[src/rtl/oma_pkg.sv]
/*
  Shared constants and types of the operating-mode and console-access
  controller. Assumes a single 200 MHz clock domain.
*/
package oma_pkg;

  // =====================================================================
  // operating modes and mode switch positions (same coding)
  typedef enum logic [1:0] {
    OMA_MD_PROGRAM = 2'h0,
    OMA_MD_MONITOR = 2'h1,
    OMA_MD_RUN     = 2'h2
  } oma_mode_t;

  // =====================================================================
  // console keys
  localparam logic [1:0] KEY_SHIFT = 2'h0;
  localparam logic [1:0] KEY_CLEAR = 2'h1;
  localparam logic [1:0] KEY_MONITOR = 2'h2;
  localparam logic [1:0] KEY_OTHER = 2'h3;

  // request kinds from the console
  localparam logic [1:0] REQ_PROG_EDIT = 2'h0;
  localparam logic [1:0] REQ_FORCE = 2'h1;
  localparam logic [1:0] REQ_VALUE = 2'h2;
  localparam logic [1:0] REQ_ONLINE = 2'h3;

  // screen contents
  localparam logic [1:0] SCR_NORMAL = 2'h0;
  localparam logic [1:0] SCR_PASSWORD = 2'h1;
  localparam logic [1:0] SCR_MODE = 2'h2;

  // =====================================================================
  // register map (word index on the plain register port)
  localparam int ADDR_W = 4;
  localparam logic [3:0] OFS_STARTUP_CFG = 4'h0;
  localparam logic [3:0] OFS_STATUS = 4'h1;

  // startup_mode_config fields
  localparam int CFG_SEL_LSB = 8;
  localparam int CFG_MODE_LSB = 0;
  localparam logic [7:0] CFG_SEL_SWITCH = 8'h00;
  localparam logic [7:0] CFG_SEL_RETAIN = 8'h01;
  localparam logic [7:0] CFG_SEL_WORD = 8'h02;
  localparam logic [7:0] CFG_MODE_PROGRAM = 8'h00;
  localparam logic [7:0] CFG_MODE_MONITOR = 8'h01;
  localparam logic [7:0] CFG_MODE_RUN = 8'h02;

  // status fields
  localparam int ST_MODE_LSB = 0;
  localparam int ST_PW_OK = 2;
  localparam int ST_MODE_DISP = 3;
  localparam int ST_SHIFT = 4;
  localparam int ST_CONSOLE = 5;

  // =====================================================================
  // reconnect grace time
  localparam longint CLK_HZ = 200000000;
  localparam longint RECONNECT_MS = 2000;
  localparam longint RECONNECT_CYC_DEF = RECONNECT_MS * CLK_HZ / 1000;

endpackage

[src/rtl/oma_ctrl.sv]
/*
  Operating-mode and console-access controller: startup mode choice,
  password gate, mode display lockout, shift state and per-mode access.
  Assumes all inputs synchronous to clk_i; reset stands for power-on;
  a non-volatile store supplies the saved config word and last mode.
*/
// Notes on behaviour
// shift key press toggles the shift state and its indicator
// console mode switch changes the mode and shows the new mode
// while the mode is shown only the clear key is taken
// shift held during a switch turn keeps the old screen
// no console at power-on starts in run mode; the code does so only for select zero and unknown selects
// program mode: no execution; editing, clearing, checking allowed
// monitor mode: executes; force, value change, online edit allowed
// run mode: executes; force and value change refused
// config select zero: switch mode with console, run without
// config select one: start in the mode held over power loss
// config select two: lower byte picks program, monitor or run
// password asked at power-on and at each fresh attach
// operator passes password with clear, monitor, then clear
// attach with power on first shows the mode already active
// password accepted switches to the mode set on the switch
// operator starts in program mode, no switch turn with key held
// reattach inside two seconds keeps screen and password
// other config select values act like select zero
`timescale 1ns/1ps
module oma_ctrl
#(
  parameter longint RECONNECT_CYC = oma_pkg::RECONNECT_CYC_DEF
) (
  // clock and power-on reset
  input wire logic clk_i,
  input wire logic rst_b_i,
  // non-volatile image
  input wire logic [15:0] saved_cfg_i,
  input wire oma_pkg::oma_mode_t saved_mode_i,
  // console
  input wire logic console_present_i,
  input wire oma_pkg::oma_mode_t mode_switch_i,
  input wire logic shift_held_i,
  input wire logic key_press_i,
  input wire logic [1:0] key_code_i,
  input wire logic req_valid_i,
  input wire logic [1:0] req_kind_i,
  // register port
  input wire logic [oma_pkg::ADDR_W-1:0] reg_addr_i,
  input wire logic [15:0] reg_wdata_i,
  input wire logic reg_wr_i,
  input wire logic reg_rd_i,
  output logic [15:0] reg_rdata_o,
  // controller state
  output oma_pkg::oma_mode_t mode_o,
  output logic exec_en_o,
  output logic pw_ok_o,
  output logic [1:0] screen_o,
  output logic shift_ind_o,
  output logic key_fwd_o,
  output logic [1:0] key_fwd_code_o,
  output logic grant_o,
  output logic refuse_o,
  output logic [15:0] cfg_o
);
  import oma_pkg::*;
  if (RECONNECT_CYC < 1 || RECONNECT_CYC > 64'hFFFFFFFF) begin
    $error("RECONNECT_CYC out of range");
  end

  typedef enum logic [5:0] {
    ST_INIT     = 6'h01,
    ST_DETACHED = 6'h02,
    ST_LOCKED   = 6'h04,
    ST_PW_CLR   = 6'h08,
    ST_PW_DONE  = 6'h10,
    ST_READY    = 6'h20
  } oma_state_t;
  // =====================================================================
  // decoding helpers
  function automatic oma_mode_t legal_mode(input oma_mode_t m);
    legal_mode = (m == OMA_MD_MONITOR || m == OMA_MD_RUN) ?
                 m : OMA_MD_PROGRAM;
  endfunction
  function automatic oma_mode_t start_mode(input logic [15:0] cfg,
      input logic console, input oma_mode_t sw, input oma_mode_t kept);
    logic [7:0] lo;
    lo = cfg[CFG_MODE_LSB +: 8];
    case (cfg[CFG_SEL_LSB +: 8])
      CFG_SEL_RETAIN: start_mode = legal_mode(kept);
      CFG_SEL_WORD: start_mode = lo == CFG_MODE_MONITOR ? OMA_MD_MONITOR :
          lo == CFG_MODE_RUN ? OMA_MD_RUN : OMA_MD_PROGRAM;
      // unknown selects fall back to the switch-or-run start
      default: start_mode = console ? legal_mode(sw) : OMA_MD_RUN;
    endcase
  endfunction
  // =====================================================================
  // state
  oma_state_t state, next_state;
  oma_mode_t mode, next_mode;
  oma_mode_t sw_q, next_sw_q;
  logic [15:0] cfg, next_cfg;
  logic [31:0] grace, next_grace;
  logic keep, next_keep;
  logic shift_st, next_shift_st;
  logic mode_disp, next_mode_disp;
  logic [1:0] screen, next_screen;
  logic key_fwd, next_key_fwd;
  logic [1:0] key_code_q, next_key_code_q;
  logic grant, next_grant;
  logic refuse, next_refuse;
  logic [15:0] rdata, next_rdata;
  logic exec_en, next_exec_en, pw_ok, next_pw_ok;
  logic key_clr, key_mon, key_shift, sw_moved, is_ready;
  always_comb begin
    key_clr = key_press_i && key_code_i == KEY_CLEAR;
    key_mon = key_press_i && key_code_i == KEY_MONITOR;
    key_shift = key_press_i && key_code_i == KEY_SHIFT;
    sw_moved = legal_mode(mode_switch_i) != sw_q;
    is_ready = state == ST_READY;
    next_state = state;
    next_mode = mode;
    next_sw_q = legal_mode(mode_switch_i);
    next_cfg = cfg;
    next_grace = grace;
    next_keep = keep;
    next_shift_st = shift_st;
    next_mode_disp = mode_disp;
    next_screen = screen;
    next_key_fwd = 1'b0;
    next_key_code_q = key_code_q;
    next_grant = 1'b0;
    next_refuse = 1'b0;
    case (state)
      ST_INIT: begin
        // startup mode select
        next_cfg = saved_cfg_i;
        next_mode = start_mode(saved_cfg_i, console_present_i,
                               mode_switch_i, saved_mode_i);
        // password at power-on
        next_state = console_present_i ? ST_LOCKED : ST_DETACHED;
        next_screen = console_present_i ? SCR_PASSWORD : SCR_NORMAL;
      end
      ST_DETACHED: begin
        if (grace != 32'h0) begin
          next_grace = grace - 32'h1;
        end else begin
          next_keep = 1'b0;
        end
        if (console_present_i) begin
          // quick reattach keeps session
          if (keep && grace != 32'h0) begin
            next_state = ST_READY;
          end else begin
            // fresh attach: prompt, current mode kept, mode display off
            next_state = ST_LOCKED;
            next_screen = SCR_PASSWORD;
            next_mode_disp = 1'b0;
            next_shift_st = 1'b0;
          end
        end
      end
      ST_LOCKED: begin
        if (key_clr) begin
          next_state = ST_PW_CLR;
        end
      end
      ST_PW_CLR: begin
        if (key_mon) begin
          // mode follows the switch at the monitor key, before the last clear
          next_state = ST_PW_DONE;
          next_mode = legal_mode(mode_switch_i);
        end else if (key_press_i && !key_clr) begin
          next_state = ST_LOCKED;
        end
      end
      ST_PW_DONE: begin
        if (key_clr) begin
          next_state = ST_READY;
          next_screen = SCR_NORMAL;
        end
      end
      ST_READY: begin
        if (sw_moved) begin
          // switch sets mode and shows it
          next_mode = legal_mode(mode_switch_i);
          // shift held keeps old screen
          if (!shift_held_i) begin
            next_mode_disp = 1'b1;
            next_screen = SCR_MODE;
          end
        end else if (mode_disp) begin
          // only clear leaves the mode display
          if (key_clr) begin
            next_mode_disp = 1'b0;
            next_screen = SCR_NORMAL;
          end
        end else if (key_shift) begin
          // shift toggle
          next_shift_st = !shift_st;
        end else if (key_press_i) begin
          next_key_fwd = 1'b1;
          next_key_code_q = key_code_i;
          next_shift_st = 1'b0;
        end
      end
      default: begin
        next_state = ST_INIT;
      end
    endcase
    // losing the console from any session state starts the grace timer
    if (state != ST_INIT && state != ST_DETACHED && !console_present_i) begin
      next_state = ST_DETACHED;
      next_keep = is_ready;
      next_grace = 32'(RECONNECT_CYC);
    end
    // program mode halts execution
    next_exec_en = next_mode != OMA_MD_PROGRAM && next_state != ST_INIT;
    next_pw_ok = next_state == ST_READY;

    // per-mode access to console requests
    if (req_valid_i) begin
      case (req_kind_i)
        // editing only in program mode
        REQ_PROG_EDIT: next_grant = is_ready && mode == OMA_MD_PROGRAM;
        // force and value change in monitor only
        REQ_FORCE, REQ_VALUE, REQ_ONLINE:
          next_grant = is_ready && mode == OMA_MD_MONITOR;
        default: next_grant = 1'b0;
      endcase
      next_refuse = !next_grant;
    end
    if (reg_wr_i && reg_addr_i == OFS_STARTUP_CFG) begin
      next_cfg = reg_wdata_i;
    end
    next_rdata = 16'h0000;
    if (reg_rd_i) begin
      if (reg_addr_i == OFS_STARTUP_CFG) begin
        next_rdata = cfg;
      end else if (reg_addr_i == OFS_STATUS) begin
        next_rdata[ST_MODE_LSB +: 2] = mode;
        next_rdata[ST_PW_OK] = is_ready;
        next_rdata[ST_MODE_DISP] = mode_disp;
        next_rdata[ST_SHIFT] = shift_st;
        next_rdata[ST_CONSOLE] = console_present_i;
      end
    end
  end
  always_ff @(posedge clk_i or negedge rst_b_i) begin
    if (!rst_b_i) begin
      state <= ST_INIT;
      mode <= OMA_MD_PROGRAM;
      sw_q <= OMA_MD_PROGRAM;
      cfg <= 16'h0000;
      grace <= 32'h0;
      keep <= 1'b0;
      shift_st <= 1'b0;
      mode_disp <= 1'b0;
      screen <= SCR_NORMAL;
      key_fwd <= 1'b0;
      key_code_q <= KEY_SHIFT;
      grant <= 1'b0;
      refuse <= 1'b0;
      rdata <= 16'h0000;
      exec_en <= 1'b0;
      pw_ok <= 1'b0;
    end else begin
      state <= next_state;
      mode <= next_mode;
      sw_q <= next_sw_q;
      cfg <= next_cfg;
      grace <= next_grace;
      keep <= next_keep;
      shift_st <= next_shift_st;
      mode_disp <= next_mode_disp;
      screen <= next_screen;
      key_fwd <= next_key_fwd;
      key_code_q <= next_key_code_q;
      grant <= next_grant;
      refuse <= next_refuse;
      rdata <= next_rdata;
      exec_en <= next_exec_en;
      pw_ok <= next_pw_ok;
    end
  end
  // =====================================================================
  // outputs, all straight from flip-flops
  assign mode_o = mode;
  assign exec_en_o = exec_en;
  assign pw_ok_o = pw_ok;
  assign screen_o = screen;
  assign shift_ind_o = shift_st;
  assign key_fwd_o = key_fwd;
  assign key_fwd_code_o = key_code_q;
  assign grant_o = grant;
  assign refuse_o = refuse;
  assign reg_rdata_o = rdata;
  assign cfg_o = cfg;
endmodule

[config.mk]
export PLATFORM = sky130hd
export DESIGN_NAME = oma_ctrl
export DESIGN_NICKNAME = d
export VERILOG_FILES = /design/src/rtl/oma_pkg.sv /design/src/rtl/oma_ctrl.sv
export SDC_FILE = /design/constraint.sdc
export NUM_CORES = 1
export LEC_CHECK = 0
export BUFFER_PORTS_ARGS = -buffer_cell sky130_fd_sc_hd__buf_2
export CAP_MARGIN = 10
export CELL_PAD_IN_SITES_DETAIL_PLACEMENT = 1
export CELL_PAD_IN_SITES_GLOBAL_PLACEMENT = 1
export CORE_ASPECT_RATIO = 1.1
export CORE_UTILIZATION = 38
export DETAILED_ROUTE_END_ITERATION = 8
export GPL_TIMING_DRIVEN = 0
export PLACE_DENSITY = 0.78
export SETUP_SLACK_MARGIN = 0.4
export SLEW_MARGIN = 20
export SYNTH_ARGS = -nofsm -noshare
export SYNTH_HDL_FRONTEND = slang
export SYNTH_SLANG_ARGS = --single-unit
[constraint.sdc]
create_clock -name clk_i -period 2.7 [get_ports clk_i]
set_input_delay 0.405 -clock clk_i [delete_from_list [all_inputs] [get_ports clk_i]]
set_output_delay 0.405 -clock clk_i [all_outputs]
set_load 0.05 [all_outputs]
==> run_results.csv, run 1 <==
group,metric,value,unit
clock_network,cts_tree,"yes",
floorplanning,die_area,0.01226,mm²
synth,synth-warning-count,0,
setup_path,path_cells,"buf_6, or4_4, buf_6, buf_6, nor4_4, buf_4, buf_4, nand3_2, o311ai_2, o21ai_1",
drt,wirelength,17.78,mm
drt,drc,0,
power_and_ir_drop,power.leakage,2.881,nW
setup_path,endpoint_kind,"register",
synth,synth_cell_type_count,65,
layout,area_delta_synth_final,44.46,%
clock_network,cts_made_buffers,9,
clock_network,insertion_delay,0.36,ns
floorplanning,pin_count,96,
setup_path,critPathBufInv,5,
synth,ys_ff_latch,86,
global_routing,grt_pass1_wl,25.70,mm
timing,slew_violations,0,
synth,synth_fp_nets,518,
timing,rsz0062_at_grt,"yes",
setup_path,cp_max_fo,4,
synth,synth_edf_count,0,
drt,drtAntennaViolNets,0,
floorplanning,core_region_area,0.01149,mm²
synth,yosysSeqAreaShare,0.4794,
power_and_ir_drop,p_per_area,867.0,mW/mm²
placed_design,io_buffers,95,
layout,fin_nets,681,
floorplanning,start_util,0.3909,
setup_path,cp_top_family,"simple AND/OR/NAND/NOR gates",
timing,clock.fmax,371.2,MHz
placed_design,gp_congestion,0.8590,
global_routing,antenna_found_initial,0,
power_and_ir_drop,p_total,0.005626,W
timing,worstMarginPinSlew,0.8422,ns
drt,dr.pass1.iters,4,
worst_hold_path,hold_class,"primary input to async pin",
placed_design,hpwlAfterDp,10.24,mm
global_routing,grt_max_degree,51,
synth,synth_ff_type,"dfrtp_1",
drt,drt_iter0_drc,208,
setup_path,cp-start-kind,"register",
status,status,"completed",
floorplanning,die_height,116.0,µm
global_routing,grt_pass1_vias,4958,
setup_path,slowest_stage,"or4_4",
setup_path,cp.required,2.91,ns
power_and_ir_drop,ir_drop,0.0004213,V
synth,avgSynthCellArea,9.660,µm²
timing,min_period_over_period,0.9978,
layout,layout_common_cells,"buf_2 (96), dfrtp_1 (84), nand2_1 (52)",
synth,synthArstFlopShare,1.000,
setup_path,crit_type,"register to register",
timing,slew_headroom,0.4342,
timing,skew,0.01437,ns
clock_network,cts_buffer_depth,2,
drt,via_per_inst,5.973,
drt,wire_per_inst,22.70,µm
timing,hold_viol,0,
layout,post-route-util,0.5647,
clock_network,cts.sinks,86,
layout,final_common_cell,"buf_2",
global_routing,grtUsageTotal,0.2714,
setup_path,arrival,2.90,ns
layout,layout-drive-gt1-share,0.4202,
clock_network,path_clk_slew,0.07,ns
global_routing,overflow,0,
synth,postSynthCellCount,465,
layout,antennaDiodeCount,0,
clock_network,cts-root-buf,"clkbuf_16",
floorplanning,die_x,105.7,µm
setup_path,slowest_delay,0.53,ns
setup_path,crit_path_frequent_cell,"buf_6",
clock_network,htreeDepth,3,
synth,netlist_area,0.004492,mm²
clock_network,hold_buffers,0,
timing,post-route-min-period,2.694,ns
flow_run,cap_violations,0,
floorplanning,rows,41,
timing,finalSetupViolCount,0,
drt,vias,4677,
==> report_power, final <==
part           switching [W]  internal [W]  leakage, nW
sequential          0.000296       0.00155         1.08
clock               0.000538      0.000816        0.162
combinational        0.00162      0.000807         1.64
==> layer usage <==
metal | part of all wire | track usage | up-vias
met5 | 0 | 0 | -
met4 | 0.042 | 0.1370 | 0
met3 | 0.047 | 0.05906 | 65
met2 | 0.52 | 0.4854 | 166
met1 | 0.39 | 0.3072 | 2361
li1 | - | - | 2085
==> area by class of cell <==
class	count	area, µm²
Clock inverter	3	40.04
Multi-Input combinational cell	347	2623
Fill cell	1322	5002
Tap cell	150	187.7
Buffer	23	186.4
Sequential cell	86	2155
Clock buffer	13	280.3
Timing Repair Buffer	152	983.4
Inverter	9	33.78
==> registers in the layout (all words and copies together), names as in the netlist, 2 cells and up <==
| signal | cells |
|---|---|
| grace | 32 |
| cfg_o | 16 |
| reg_rdata_o | 16 |
| state | 6 |
| key_fwd_code_o | 2 |
| mode_o | 2 |
| screen_o | 2 |
| sw_q | 2 |
==> final timing paths <==
kind	slack, ns	cells after the start	end	startpoint
worst max-delay path	0.006	10	keep	state[5]
worst min-delay path	0.09	1	grace[17]	rst_b_i
worst max register to register	0.006	10	keep	state[5]
worst min register to register	0.50	1	key_fwd_code_o[1]	key_fwd_code_o[1]
max in group asynchronous	1.89	2	state[0]	rst_b_i
min in group clk_i	0.28	2	grant_o	req_valid_i
==> cell usage after synthesis (all sizes together) (13+ instances only) <==
cell type,number,area [µm²]
and2,14,87.58
a21oi,13,65.06
or4,21,173.9
nand3,23,115.1
nor3,14,75.07
nand2,52,195.2
dfrtp,85,2127
o21ai,20,100.1
o31ai,18,148.9
a31oi,17,106.4
nor2,36,137.6
clkbuf,14,62.56
==> cells by family after synthesis <==
kind of cell    share of synthesized area
xor+xnor                          0.01365
simple gates                       0.2733
compound gates                     0.1836
flops                              0.4794
mux                               0.01114
buf+inv                           0.03621
fa+ha+maj                        0.002785
==> stage by stage <==
step           instances  area, µm²  hold slack, ns  setup slack [ns]  setup TNS [ns]
6_report             783       6489         0.08960          0.006034               0
5_1_grt              783       6489          0.1425          -0.02849        -0.02849
4_1_cts              767       6111          0.1187            0.1705               0
3_5_place_dp         711       5236          0.4800           -0.1206         -0.5639
3_3_place_gp         710       5214          0.4827          -0.01091        -0.01091
2_1_floorplan        465       4551          0.1094            0.2673               0
==> timing repair <==
action / 4_1_cts / 5_1_grt
buffers inserted: 38 / 16
resized for setup: 58 / 60
pin swaps: 15 / 18
hold endpoints to repair: 0 / 0
gates cloned: 2 / 0
endpoints found under the setup margin: 61 / 47
Power figures use the tool's default switching activity.
==> run 2: changes to the inputs <==
- SETUP_SLACK_MARGIN: 0.4 -> default
==> run 2 against run 1 <==
Final area decreased by 13%. Via count down 11%. Core utilization shrank 7.6 points. Hold slack worse by 0.077 ns. Non-clock buffer count down 53. Combinational power fell by 22%. Routed wire length is 25% lower. Total power is 13% lower. Largest cell class unchanged.
==> run_results.csv, run 2 (synthesis results as in run 1) <==
group,metric,value,unit
timing,postLayoutSetupSlackWorst,0.05138,ns
clock_network,cts_buffer_depth,2,
floorplanning,die_x,105.7,µm
setup_path,arrival,2.87,ns
timing,clock.fmax,377.6,MHz
timing,skew,0.009494,ns
worst_hold_path,hold_class,"primary input to async pin",
timing,slew_headroom,0.3629,
setup_path,slowest_stage,"or4_4",
layout,antennaDiodeCount,0,
setup_path,cp.required,2.92,ns
drt,top_layer_used,"met4",
layout,layout_common_cells,"buf_2 (97), dfrtp_1 (84), nand2_1 (52)",
clock_network,cts_tree,"yes",
setup_path,slowest_delay,0.59,ns
floorplanning,rows,41,
global_routing,grt_pass1_wl,22.07,mm
clock_network,cts_made_buffers,9,
power_and_ir_drop,p_per_area,869.9,mW/mm²
drt,m1WireLength,5.711,mm
setup_path,path_cells,"or4_4, or4b_4, buf_6, o311a_4, o31ai_4, o31ai_1",
floorplanning,pin_count,96,
layout,largest_reg_flops,32,
layout,fin_nets,628,
layout,area_delta_synth_final,25.07,%
setup_path,endpoint_kind,"register",
timing,post-route-min-period,2.649,ns
drt,via_per_inst,5.727,
clock_network,cts-root-buf,"clkbuf_16",
status,status,"completed",
drt,dr.pass1.iters,6,
clock_network,htreeDepth,3,
placed_design,gp_congestion,0.8438,
floorplanning,core_region_area,0.01149,mm²
layout,layout.area.seq,0.002155,mm²
timing,worstMarginPinSlew,0.9316,ns
timing,hold_viol,0,
layout,regMostFlops,"grace",
placed_design,dp_slack,-0.1364,ns
global_routing,grt_max_degree,51,
global_routing,grtUsageTotal,0.2337,
timing,finalSetupViolCount,0,
floorplanning,die_area,0.01226,mm²
flow_run,cap_violations,0,
drt,drc,0,
floorplanning,die_height,116.0,µm
power_and_ir_drop,power.leakage,2.497,nW
global_routing,antenna_found_initial,0,
timing,slew_violations,0,
layout,final_common_cell,"buf_2",
placed_design,hpwlAfterDp,9.941,mm
setup_path,cp_max_fo,7,
drt,wire_per_inst,18.36,µm
placed_design,io_buffers,95,
clock_network,hold_buffers,0,
power_and_ir_drop,ir_drop,0.0005921,V
timing,min_period_over_period,0.9810,
floorplanning,start_util,0.3909,
layout,layout-drive-gt1-share,0.2776,
clock_network,cts.sinks,86,
drt,drtAntennaViolNets,0,
global_routing,grt_pass1_vias,4468,
layout,final_area,0.005618,mm²
drt,wirelength,13.41,mm
setup_path,crit_type,"register to register",
setup_path,cp-start-kind,"register",
layout,multi_input_area,0.002295,mm²
drt,drt_iter0_drc,203,
drt,met3_length,655,µm
placed_design,post_dp_cell_area,0.005185,mm²
global_routing,overflow,0,
clock_network,insertion_delay,0.36,ns
drt,vias,4181,
clock_network,path_clk_slew,0.07,ns
layout,n_fill_cell,1376,
drt,dr_wl_met2,6.753,mm
[run 2: path summary, 6_finish.rpt]
check                           cells past startpoint          from        end  slack (ns)
worst max-delay path                                6     grace[27]  mode_disp        0.05
worst min-delay path                                1       rst_b_i  grace[21]        0.01
worst max register to register                      6     grace[27]  mode_disp        0.05
worst min register to register                      1     grace[21]  grace[21]        0.51
max in group asynchronous                           2       rst_b_i   grace[5]        2.06
min in group clk_i                                  2  shift_held_i  mode_disp        0.27
[run 2: final cells by class]
type                       instances  share of cell area
multi-input combinational        347              0.4085
sequential                        86              0.3835
timing repair buffer             100             0.09532
clock buffer                      11             0.04321
tap                              150             0.03341
buffer                            22             0.02383
clock inverter                     5            0.006236
inverter                           9            0.006013
[run 2: routing by layer]
layer / vias to the layer above / track usage
met5: - / 0
met4: 0 / 0.1065
met3: 21 / 0.05512
met2: 99 / 0.4113
met1: 2087 / 0.2716
li1: 1974 / -
[run 2: what timing repair did]
| item | 4_1_cts | 5_1_grt |
|---|---|---|
| setup endpoints to repair | 18 | 46 |
| gates resized for setup | 8 | 20 |
| pin swaps | 1 | 1 |
| endpoints found under the hold margin | 0 | 0 |
| setup buffers | 3 | 1 |
| gates cloned | 0 | 0 |
[run 2: where the power goes]
| group | switching (W) | total (W) | internal (W) |
|---|---|---|---|
| registers | 0.000263 | 0.00181 | 0.00155 |
| clock network | 0.000531 | 0.00118 | 0.000648 |
| logic | 0.00133 | 0.00190 | 0.000567 |
[run 2: worst max-delay path: cells and delay by family, from the launching register on]
kind / cells / cell delay, ns
compound gates: 3 / 0.80
buf+inv: 1 / 0.16
flops: 1 / 0.41
simple gates: 2 / 1.14
[run 2: through the flow]
step | hold WS, ns | util | TNS (ns) | instances | total power (W)
3_3_place_gp | 0.4762 | 0.4486 | -0.08500 | 710 | 0.003561
5_1_grt | 0.05757 | 0.4889 | -0.009193 | 730 | 0.005171
4_1_cts | 0.03710 | 0.4817 | 0 | 730 | 0.004877
6_report | 0.01293 | 0.4889 | 0 | 730 | 0.004887
3_5_place_dp | 0.4151 | 0.4512 | -0.8889 | 711 | 0.003645
2_1_floorplan | 0.1094 | - | 0 | 465 | 0.003072
